$ cat config.mk
export PLATFORM = sky130hd
export DESIGN_NAME = mpr_regs
export DESIGN_NICKNAME = d
export VERILOG_FILES = /design/src/hdl/mpr_pkg.sv /design/src/hdl/mpr_param_decode.sv /design/src/hdl/mpr_regs.sv
export SDC_FILE = /design/constraint.sdc
export NUM_CORES = 1
export LEC_CHECK = 0
export BUFFER_PORTS_ARGS = -buffer_cell sky130_fd_sc_hd__buf_2
export CAP_MARGIN = 10
export CORE_MARGIN = 5
export CORE_UTILIZATION = 55
export DETAILED_ROUTE_END_ITERATION = 8
export MAX_ROUTING_LAYER = met4
export PLACE_DENSITY = 0.77
export SYNTH_ARGS = -nofsm -noshare
export SYNTH_HDL_FRONTEND = slang
export SYNTH_HIERARCHICAL = 1
export SYNTH_SLANG_ARGS = --single-unit
export TNS_END_PERCENT = 50
$ cat constraint.sdc
create_clock -name ref_clk -period 10.2 [get_ports ref_clk]
set_clock_uncertainty 0.05 [all_clocks]
set_input_delay 1.02 -clock ref_clk [delete_from_list [all_inputs] [get_ports ref_clk]]
set_output_delay 1.02 -clock ref_clk [all_outputs]
set_load 0.02 [all_outputs]
$ cat src/hdl/mpr_pkg.sv
// constants and types shared by the motor parameter register bank
package mpr_pkg;

    // ****************
    // clock and link timing
    // ****************
    localparam int unsigned CLK_PERIOD_NS  = 20;
    localparam int unsigned FIELD_CYC      = 500;
    localparam int unsigned TIMEOUT_FIELDS = 3;
    localparam int unsigned RECOVER_FIELDS = 4;
    localparam logic [15:0] TIMEOUT_CYC    = 16'(TIMEOUT_FIELDS * FIELD_CYC);
    localparam logic [15:0] RECOVER_CYC    = 16'(RECOVER_FIELDS * FIELD_CYC);

    // ****************
    // register map
    // ****************
    localparam int unsigned NREG = 8;
    localparam logic [15:0] ADDR_STATUS = 16'h0219;
    localparam logic [7:0][15:0] REG_ADDR = {16'h0116, 16'h0114, 16'h0113, 16'h0112,
                                             16'h0111, 16'h0110, 16'h010e, 16'h010d};
    localparam logic [7:0][7:0]  REG_MASK = {8'h0c, 8'hff, 8'hff, 8'h03,
                                             8'hf0, 8'h08, 8'h03, 8'h03};
    localparam logic [7:0]  REG_RESET = 8'h00;
    localparam logic [2:0]  IDX_AVG   = 3'h0;
    localparam logic [2:0]  IDX_BLANK = 3'h1;
    localparam logic [2:0]  IDX_LOCK  = 3'h2;
    localparam logic [2:0]  IDX_OFF   = 3'h3;
    localparam logic [2:0]  IDX_STEP  = 3'h4;
    localparam logic [2:0]  IDX_LTIM  = 3'h5;
    localparam logic [2:0]  IDX_ALRM  = 3'h6;
    localparam logic [2:0]  IDX_IGN   = 3'h7;

    // ****************
    // field positions
    // ****************
    localparam int unsigned LOCK_DIS_BIT = 3;
    localparam int unsigned OFF_LSB      = 4;
    localparam int unsigned TACH_LSB     = 6;
    localparam int unsigned LPER_LSB     = 4;
    localparam int unsigned RLS_LSB      = 6;
    localparam int unsigned IGN_LSB      = 2;
    localparam int unsigned RW_WRITE_BIT = 0;
    localparam int unsigned ERR_RW       = 6;
    localparam int unsigned ERR_TMO      = 5;
    localparam int unsigned ERR_CHK      = 4;
    localparam int unsigned ERR_LPAR     = 3;
    localparam int unsigned ERR_RWPAR    = 2;
    localparam int unsigned ERR_HDR      = 1;
    localparam int unsigned ERR_FRM      = 0;

    // ****************
    // decode tables
    // ****************
    localparam logic [3:0][4:0]  AVG_SAMPLES = {5'h10, 5'h08, 5'h04, 5'h00};
    localparam logic [3:0][13:0] BLANK_NS    = {14'd4000, 14'd2000, 14'd1000, 14'd500};
    localparam logic [3:0][13:0] TACH_MS     = {14'd950, 14'd850, 14'd700, 14'd400};
    localparam logic [3:0][13:0] LOCK_MS     = {14'd9000, 14'd7700, 14'd5500, 14'd3500};
    localparam int unsigned STEP_BASE_PULSES = 64;
    localparam int unsigned RPM_SPLIT        = 16;
    localparam int unsigned RPM_LO_BASE      = 500;
    localparam int unsigned RPM_LO_STEP      = 100;
    localparam int unsigned RPM_HI_BASE      = 2200;
    localparam int unsigned RPM_HI_STEP      = 200;
    localparam int unsigned IGN_STEP_MS      = 500;

    typedef enum logic [1:0] {
        MPR_STANDBY = 2'b00,
        MPR_COMM    = 2'b01,
        MPR_ERROR   = 2'b10
    } mpr_mode_t;

endpackage

$ cat src/hdl/mpr_param_decode.sv
// decode of parameter register codes into engineering values
`timescale 1ns/100ps

module mpr_param_decode
    import mpr_pkg::*;
(
    input  wire logic [1:0]  avg_code,
    input  wire logic [1:0]  blank_code,
    input  wire logic [1:0]  step_code,
    input  wire logic [1:0]  tach_code,
    input  wire logic [1:0]  lper_code,
    input  wire logic [1:0]  rls_code,
    input  wire logic [1:0]  ign_code,
    input  wire logic [5:0]  det_code,
    input  wire logic        slope_select,
    output logic      [4:0]  avg_samples,
    output logic      [7:0]  blank_cycles,
    output logic      [9:0]  step_pulses,
    output logic      [9:0]  tach_wait_ms,
    output logic      [13:0] lock_period_ms,
    output logic      [13:0] detect_rpm,
    output logic      [14:0] release_rpm,
    output logic      [10:0] ignore_ms
);

    logic [2:0] rls_shift;

    always_comb
    begin
        avg_samples    = AVG_SAMPLES[avg_code];
        blank_cycles   = 8'((32'(BLANK_NS[blank_code]) + CLK_PERIOD_NS - 1) / CLK_PERIOD_NS);
        step_pulses    = slope_select ? 10'(STEP_BASE_PULSES << step_code) : 10'h000;
        tach_wait_ms   = 10'(TACH_MS[tach_code]);
        lock_period_ms = LOCK_MS[lper_code];
        detect_rpm = (32'(det_code) < RPM_SPLIT) ? 14'(RPM_LO_BASE + RPM_LO_STEP * 32'(det_code))
                   : 14'(RPM_HI_BASE + RPM_HI_STEP * (32'(det_code) - RPM_SPLIT));
        rls_shift      = 3'h4 - {1'b0, rls_code};
        release_rpm    = {1'b0, detect_rpm} + 15'(detect_rpm >> rls_shift);
        ignore_ms      = 11'(IGN_STEP_MS * 32'(ign_code));
    end

endmodule

$ cat src/hdl/mpr_regs.sv
// motor parameter register bank with link error status
// Functional notes
// - averaging field picks none, 4, 8 or 16 input duty samples
// - blanking field picks 0.5, 1, 2 or 4 us recovery ignore time
// - lock control bit 0 enables, 1 disables locked-rotor protection
// - upper nibble code sets commutation drive-off period, passed out raw
// - with slope select set, duty rises 0.1% per 64..512 pulses
// - tach wait field picks 0.4, 0.7, 0.85 or 0.95 s
// - lock period field picks 3.5, 5.5, 7.7 or 9.0 s
// - alarm mask level nibble is passed out raw
// - alarm release at detect speed plus 1/16, 1/8, 1/4 or 1/2
// - detect code maps to 500..2000 then 2200..11600 rpm
// - start-up ignore picks 0, 0.5, 1.0 or 1.5 s
// - read-only seven-bit error status register
// - nonzero rw bits 5:1 set bit 6, stay linked, drop writes
// - gap over three fields sets bit 5 and returns to standby
// - bad write checksum sets bit 4, error state, data dropped
// - length parity sets bit 3, rw parity bit 2, error state
// - bad header sets bit 1, error state, data dropped
// - low stop bit sets bit 0, error state, data dropped
// - timeout keeps bytes already committed by good checksums
// - line high over four fields leaves error state for standby
// - flags hold until single-byte status read; multi-byte read keeps them
// - checksum error keeps earlier checksum-good data stored
`timescale 1ns/100ps

module mpr_regs
    import mpr_pkg::*;
(
    input  wire logic        ref_clk,
    input  wire logic        rst,
    input  wire logic        ce,
    input  wire logic        comm_line,
    input  wire logic        frame_start,
    input  wire logic        field_done,
    input  wire logic        txn_end,
    input  wire logic        header_err,
    input  wire logic        stop_low,
    input  wire logic        len_parity_err,
    input  wire logic        rw_parity_err,
    input  wire logic        rw_valid,
    input  wire logic [7:0]  rw_data,
    input  wire logic        wr_byte_valid,
    input  wire logic [15:0] wr_addr,
    input  wire logic [7:0]  wr_data,
    input  wire logic        chk_valid,
    input  wire logic        chk_ok,
    input  wire logic        rd_req,
    input  wire logic [15:0] rd_addr,
    input  wire logic        rd_single,
    input  wire logic        slope_select,
    output logic      [7:0]  rd_data,
    output logic             rd_valid,
    output logic      [1:0]  link_mode,
    output logic      [6:0]  err_flags,
    output logic      [1:0]  duty_average_count,
    output logic      [1:0]  overcurrent_blank_time,
    output logic             lock_protect_en,
    output logic      [3:0]  commutation_off_period,
    output logic      [1:0]  duty_step_rate,
    output logic      [1:0]  tach_wait_time,
    output logic      [1:0]  lock_period_sel,
    output logic      [3:0]  speed_alarm_mask_level,
    output logic      [1:0]  speed_alarm_release,
    output logic      [5:0]  speed_alarm_detect,
    output logic      [1:0]  startup_ignore,
    output logic      [4:0]  avg_samples,
    output logic      [7:0]  blank_cycles,
    output logic      [9:0]  step_pulses,
    output logic      [9:0]  tach_wait_ms,
    output logic      [13:0] lock_period_ms,
    output logic      [13:0] detect_rpm,
    output logic      [14:0] release_rpm,
    output logic      [10:0] ignore_ms
);

    // ****************
    // state
    // ****************
    typedef struct packed {
        mpr_mode_t       mode;
        logic [15:0]     gap_cnt;
        logic [15:0]     idle_cnt;
        logic            txn_write;
        logic            wr_discard;
        logic            pend_valid;
        logic [2:0]      pend_idx;
        logic [7:0]      pend_data;
        logic [7:0][7:0] regs;
        logic [6:0]      err;
        logic [7:0]      rd_data;
        logic            rd_valid;
        logic [4:0]      avg_samples;
        logic [7:0]      blank_cycles;
        logic [9:0]      step_pulses;
        logic [9:0]      tach_wait_ms;
        logic [13:0]     lock_period_ms;
        logic [13:0]     detect_rpm;
        logic [14:0]     release_rpm;
        logic [10:0]     ignore_ms;
    } mpr_state_t;

    mpr_state_t      s_q;
    mpr_state_t      s_d;
    logic [6:0]      err_set;
    logic [6:0]      err_clr;
    logic [NREG-1:0] wr_hit;
    logic [NREG-1:0] rd_hit;
    logic [2:0]      wr_idx;
    logic            wr_map;
    logic [7:0]      rd_word;
    logic            fatal;
    logic [4:0]      dec_avg;
    logic [7:0]      dec_blank;
    logic [9:0]      dec_step;
    logic [9:0]      dec_tach;
    logic [13:0]     dec_lper;
    logic [13:0]     dec_det;
    logic [14:0]     dec_rls;
    logic [10:0]     dec_ign;

    // ****************
    // address decode per register
    // ****************
    for (genvar i = 0; i < NREG; i++)
    begin : g_dec
        assign wr_hit[i] = (wr_addr == REG_ADDR[i]);
        assign rd_hit[i] = (rd_addr == REG_ADDR[i]);
    end

    always_comb
    begin
        wr_idx  = 3'h0;
        wr_map  = 1'b0;
        rd_word = 8'h00;
        for (int k = 0; k < NREG; k++)
        begin
            if (wr_hit[k])
            begin
                wr_idx = 3'(k);
                wr_map = 1'b1;
            end
            if (rd_hit[k])
            begin
                rd_word = s_q.regs[k];
            end
        end
        if (rd_addr == ADDR_STATUS)
        begin
            rd_word = {1'b0, s_q.err};
        end
    end

    // ****************
    // parameter decode
    // ****************
    mpr_param_decode u_decode (
        .avg_code       (s_q.regs[IDX_AVG][1:0]),
        .blank_code     (s_q.regs[IDX_BLANK][1:0]),
        .step_code      (s_q.regs[IDX_STEP][1:0]),
        .tach_code      (s_q.regs[IDX_LTIM][TACH_LSB +: 2]),
        .lper_code      (s_q.regs[IDX_LTIM][LPER_LSB +: 2]),
        .rls_code       (s_q.regs[IDX_ALRM][RLS_LSB +: 2]),
        .ign_code       (s_q.regs[IDX_IGN][IGN_LSB +: 2]),
        .det_code       (s_q.regs[IDX_ALRM][5:0]),
        .slope_select   (slope_select),
        .avg_samples    (dec_avg),
        .blank_cycles   (dec_blank),
        .step_pulses    (dec_step),
        .tach_wait_ms   (dec_tach),
        .lock_period_ms (dec_lper),
        .detect_rpm     (dec_det),
        .release_rpm    (dec_rls),
        .ignore_ms      (dec_ign)
    );

    // ****************
    // next state
    // ****************
    always_comb
    begin
        s_d         = s_q;
        err_set     = 7'h00;
        err_clr     = 7'h00;
        s_d.rd_valid = 1'b0;
        unique case (s_q.mode)
            MPR_STANDBY:
            begin
                if (frame_start)
                begin
                    s_d.mode       = MPR_COMM;
                    s_d.gap_cnt    = 16'h0000;
                    s_d.txn_write  = 1'b0;
                    s_d.wr_discard = 1'b0;
                    s_d.pend_valid = 1'b0;
                end
            end
            MPR_COMM:
            begin
                s_d.gap_cnt = field_done ? 16'h0000 : s_q.gap_cnt + 16'h0001;
                if (rw_valid)
                begin
                    s_d.txn_write = rw_data[RW_WRITE_BIT];
                    if (|rw_data[5:1])
                    begin
                        err_set[ERR_RW] = 1'b1;
                        s_d.wr_discard  = 1'b1;
                    end
                end
                if (chk_valid)
                begin
                    if (chk_ok && s_q.pend_valid)
                    begin
                        s_d.regs[s_q.pend_idx] = s_q.pend_data & REG_MASK[s_q.pend_idx];
                    end
                    if (!chk_ok && s_q.txn_write)
                    begin
                        err_set[ERR_CHK] = 1'b1;
                    end
                    s_d.pend_valid = 1'b0;
                end
                if (wr_byte_valid && s_q.txn_write && !s_d.wr_discard && wr_map)
                begin
                    s_d.pend_valid = 1'b1;
                    s_d.pend_idx   = wr_idx;
                    s_d.pend_data  = wr_data;
                end
                if (rd_req)
                begin
                    s_d.rd_data  = rd_word;
                    s_d.rd_valid = 1'b1;
                    if (rd_addr == ADDR_STATUS && rd_single)
                    begin
                        err_clr = 7'h7f;
                    end
                end
                if (txn_end)
                begin
                    s_d.mode = MPR_STANDBY;
                end
                if (s_q.gap_cnt > TIMEOUT_CYC)
                begin
                    err_set[ERR_TMO] = 1'b1;
                    s_d.mode         = MPR_STANDBY;
                    s_d.pend_valid   = 1'b0;
                end
            end
            MPR_ERROR:
            begin
                s_d.idle_cnt = comm_line ? s_q.idle_cnt + 16'h0001 : 16'h0000;
                if (s_q.idle_cnt > RECOVER_CYC)
                begin
                    s_d.mode = MPR_STANDBY;
                end
            end
            default:
            begin
                s_d.mode = MPR_STANDBY;
            end
        endcase
        if (s_q.mode != MPR_ERROR)
        begin
            err_set[ERR_HDR]   = header_err;
            err_set[ERR_FRM]   = stop_low;
            err_set[ERR_LPAR]  = len_parity_err;
            err_set[ERR_RWPAR] = rw_parity_err;
        end
        fatal = |err_set[ERR_CHK:ERR_FRM];
        if (fatal)
        begin
            s_d.mode       = MPR_ERROR;
            s_d.idle_cnt   = 16'h0000;
            s_d.pend_valid = 1'b0;
        end
        s_d.err            = (s_q.err & ~err_clr) | err_set;
        s_d.avg_samples    = dec_avg;
        s_d.blank_cycles   = dec_blank;
        s_d.step_pulses    = dec_step;
        s_d.tach_wait_ms   = dec_tach;
        s_d.lock_period_ms = dec_lper;
        s_d.detect_rpm     = dec_det;
        s_d.release_rpm    = dec_rls;
        s_d.ignore_ms      = dec_ign;
    end

    always_ff @(posedge ref_clk or posedge rst)
    begin
        if (rst)
        begin
            s_q <= '0;
        end
        else if (ce)
        begin
            s_q <= s_d;
        end
    end

    // ****************
    // outputs
    // ****************
    assign rd_data   = s_q.rd_data;
    assign rd_valid  = s_q.rd_valid;
    assign link_mode = s_q.mode;
    assign err_flags = s_q.err;

    assign duty_average_count     = s_q.regs[IDX_AVG][1:0];
    assign overcurrent_blank_time = s_q.regs[IDX_BLANK][1:0];
    assign lock_protect_en        = ~s_q.regs[IDX_LOCK][LOCK_DIS_BIT];
    assign commutation_off_period = s_q.regs[IDX_OFF][OFF_LSB +: 4];
    assign duty_step_rate         = s_q.regs[IDX_STEP][1:0];
    assign tach_wait_time         = s_q.regs[IDX_LTIM][TACH_LSB +: 2];
    assign lock_period_sel        = s_q.regs[IDX_LTIM][LPER_LSB +: 2];
    assign speed_alarm_mask_level = s_q.regs[IDX_LTIM][3:0];
    assign speed_alarm_release    = s_q.regs[IDX_ALRM][RLS_LSB +: 2];
    assign speed_alarm_detect     = s_q.regs[IDX_ALRM][5:0];
    assign startup_ignore         = s_q.regs[IDX_IGN][IGN_LSB +: 2];

    assign avg_samples    = s_q.avg_samples;
    assign blank_cycles   = s_q.blank_cycles;
    assign step_pulses    = s_q.step_pulses;
    assign tach_wait_ms   = s_q.tach_wait_ms;
    assign lock_period_ms = s_q.lock_period_ms;
    assign detect_rpm     = s_q.detect_rpm;
    assign release_rpm    = s_q.release_rpm;
    assign ignore_ms      = s_q.ignore_ms;

endmodule

==> results.json <==
{
  "cts_buffer_depth": 3,
  "antenna_found_initial": 3,
  "die_h_microns": 168,
  "post_cts_resized": 0,
  "ys_warn_count": 6,
  "status": "finished clean",
  "grt_usage": 0.220,
  "worstSetupPathType": "reg -> reg",
  "root_buffer": "clkbuf_16",
  "critical_path_buf_inv_count": 3,
  "final_util": 0.590,
  "dp.cells": 1665,
  "synth_fa_ha_area_frac": 0.0759,
  "final-hold-violation-count": 0,
  "power.clock.fraction": 0.438,
  "drive_above_1_share": 0.312,
  "insertion_delay_ps": 520,
  "routabilityCongestion": 0.903,
  "p_comb_frac": 0.099,
  "fin_tns_setup_ps": 0,
  "hold_buffers": 0,
  "rsz0062_at_grt": "false",
  "die_w_microns": 168,
  "grt_pass1_wl_microns": 50300,
  "muxShareOfSynthArea": 0.153,
  "internal_power_mw": 1.46,
  "syn_area_per_cell_sq_um": 10.4,
  "syn_inst": 1320,
  "synth_edf_count": 0,
  "synth-seq-cells": 215,
  "powerDensity_nw_per_um2": 133,
  "ff2ff_path_depth": 24,
  "worstMarginPinSlew_ps": 1030,
  "cp_cell_sequence": "inv_1 -> ha_1 -> inv_1 -> fa_1 -> inv_1 -> ha_1 -> or2_1 -> a21oi_1 -> nor2_1 -> xnor2_1 -> mux2i_4 -> a221o_1 -> mux2i_1 -> mux2i_1 -> ha_1 -> nor2b_1 -> o21ai_0 -> nand2b_1 -> a21o_1 -> a21oi_1 -> o21a_1 -> o211ai_1 -> o31a_1 -> mux2_2",
  "io_buffers": 197,
  "start_kind": "register",
  "grt_max_degree": 151,
  "cp_slowest_cell": "fa_1",
  "first_global_vias": 9823,
  "post-cts-setup-buffers": 0,
  "synth_flop_cell": "dfrtp_1",
  "drt_iter0_markers": 636,
  "min_delay_path_depth": 1,
  "cts_inserted_buffers": 24,
  "cp.depth": 24,
  "fillCellCount": 2100,
  "post-dp-hpwl_microns": 22800,
  "drc": 0,
  "cts_tree": "built",
  "syn_area_sq_um": 13800,
  "switching_share": 0.251,
  "core_sq_um": 24900,
  "wirelength_microns": 30900,
  "wire_per_inst_microns": 18.0,
  "vias": 9743,
  "arrival_ps": 6940,
  "htreeDepth": 1,
  "required_ps": 10530,
  "hp-class": "reg -> reg",
  "clk_pin_slew_worst_paths_ps": 60,
  "cpPeakStageDelay_ps": 600,
  "synth_xor_area_frac": 0.0384,
  "ys_async_sr_fraction": 1.00,
  "setup_viol": 0,
  "drv_cap": 0,
  "finalMaxSlewViolations": 0,
  "seqPwrFrac": 0.464,
  "ant_nets": 0,
  "synth_seq_area_share": 0.390,
  "mostFrequentLayoutCells": "dfrtp_1, buf_2, mux2_2, nor2_1, ha_1",
  "synth-compound-area-share": 0.0966,
  "firstDrtPassIters": 7,
  "area_growth_pct": 6.56,
  "rows": 58,
  "synthSimpleGateAreaFrac": 0.126,
  "pin_count": 200,
  "die_area_sq_um": 28300,
  "power_leakage_nw": 7.27,
  "grt-ovfl-total": 0,
  "ir_drop_mv": 0.127,
  "critical-path-top-delay-family": "compound AO/OA/AOI/OAI gates",
  "finalCritPeriodShare": 0.647,
  "initial_core_util": 0.554,
  "synth_cell_types": 92,
  "clock_sinks": 215,
  "critPathMaxFanout": 15,
  "relSlewSlack": 0.308,
  "switching_power_uw": 489,
  "synth_top_family_by_area": "multiplexers",
  "vias_per_cell": 5.70,
  "fin_cells": 1710,
  "endpoint_kind": "register",
  "min_period_ps": 6600,
  "nets": 1507,
  "layout_commonest_cell": "dfrtp_1",
  "max_clock_freq_mhz": 151
}
==> per-layer routing <==
layer,global-route usage,part of all wire,wire length (microns)
met5,-,0,0
met2,0.359,0.47,14500
met4,0.0716,0.038,1180
met3,0.0446,0.076,2350
met1,0.276,0.42,12800
==> kinds of logic (layout without fill, tap and decap cells) <==
logic type / after synthesis / in the layout
xor gates and xnor gates: 58 / 58
buffers and inverters: 271 / 313
AOI/OAI and AO/OA: 194 / 194
DFF: 215 / 215
adders and majority gates: 80 / 80
muxes: 182 / 182
and+or+nand+nor: 318 / 318
other: 2 / 20
==> synth_stat cells (6+ instances only) <==
library cell / number / area, sq um
buf_4: 161 / 1210
inv_1: 71 / 267
fa_1: 6 / 120
xor2_1: 28 / 245
ha_1: 74 / 926
and2_1: 12 / 75.1
xnor2_1: 28 / 245
mux2_4: 6 / 90.1
nor3b_1: 6 / 45.0
and3_1: 19 / 119
a22o_1: 8 / 70.1
a22oi_1: 9 / 67.6
o22ai_1: 21 / 131
mux2i_1: 18 / 180
nor3_1: 17 / 85.1
nand2b_1: 12 / 75.1
o21ai_0: 38 / 190
nand3_1: 18 / 90.1
nand2_1: 56 / 210
nor2b_1: 31 / 194
a21oi_1: 49 / 245
mux2_2: 152 / 1710
buf_2: 6 / 30.0
clkbuf_1: 26 / 97.6
nor2_1: 89 / 334
a21o_1: 8 / 60.1
dfrtp_1: 215 / 5380
nand4_1: 10 / 62.6
==> state kept, by name, summed over array words and instances, names as in the netlist, 4 cells and up <==
signal and flops:
release_rpm 15, avg_samples 5, rd_data 8, speed_alarm_detect 6
ignore_ms 11, err_flags 7, speed_alarm_mask_level 4, blank_cycles 8
step_pulses 10, commutation_off_period 4, lock_period_ms 14, s_q 82
tach_wait_ms 10, detect_rpm 14
==> cell type report <==
| type | count | area [sq um] | share of cell area |
|---|---|---|---|
| diodes | 4 | 10.0 | 0.000682 |
| clock buffers | 35 | 722 | 0.0492 |
| clock inverters | 6 | 68.8 | 0.00469 |
| inverters | 73 | 282 | 0.0192 |
| multi-input cells | 848 | 6800 | 0.463 |
| flip-flops and latches | 215 | 5380 | 0.366 |
| well taps | 330 | 413 | 0.0281 |
| repair buffers | 199 | 1000 | 0.0683 |
==> final timing paths <==
path	startpoint	endpoint	slack, ps
setup / recovery	speed_alarm_detect[4]	release_rpm[14]	3600
hold / removal	rd_valid	rd_valid	440
setup reg to reg	speed_alarm_detect[4]	release_rpm[14]	3600
hold reg to reg	rd_valid	rd_valid	440
max in group asynchronous	rst	detect_rpm[7]	7930
min in group asynchronous	rst	rd_valid	640
==> per-stage QoR <==
stage / cell area, sq um / power [mW] / worst slack, ps / hold WS (ps)
floorplan: 13800 / 1.07 / 3250 / 397
finish: 14700 / 1.95 / 3600 / 436
CTS: 14700 / 1.97 / 3600 / 434
detailed placement: 13900 / 1.11 / 3630 / 419
global placement: 13900 / 1.10 / 3690 / 413
global route: 14700 / 2.03 / 3100 / 451
==> power groups by stage <==
stage / clock [mW] / combinational [mW] / sequential [mW]
finish: 0.853 / 0.192 / 0.903
global route: 0.908 / 0.211 / 0.907
CTS: 0.871 / 0.194 / 0.902
detailed placement: 0 / 0.192 / 0.917
global placement: 0 / 0.188 / 0.917
floorplan: 0 / 0.164 / 0.909
(Power assumes the default switching activity.)
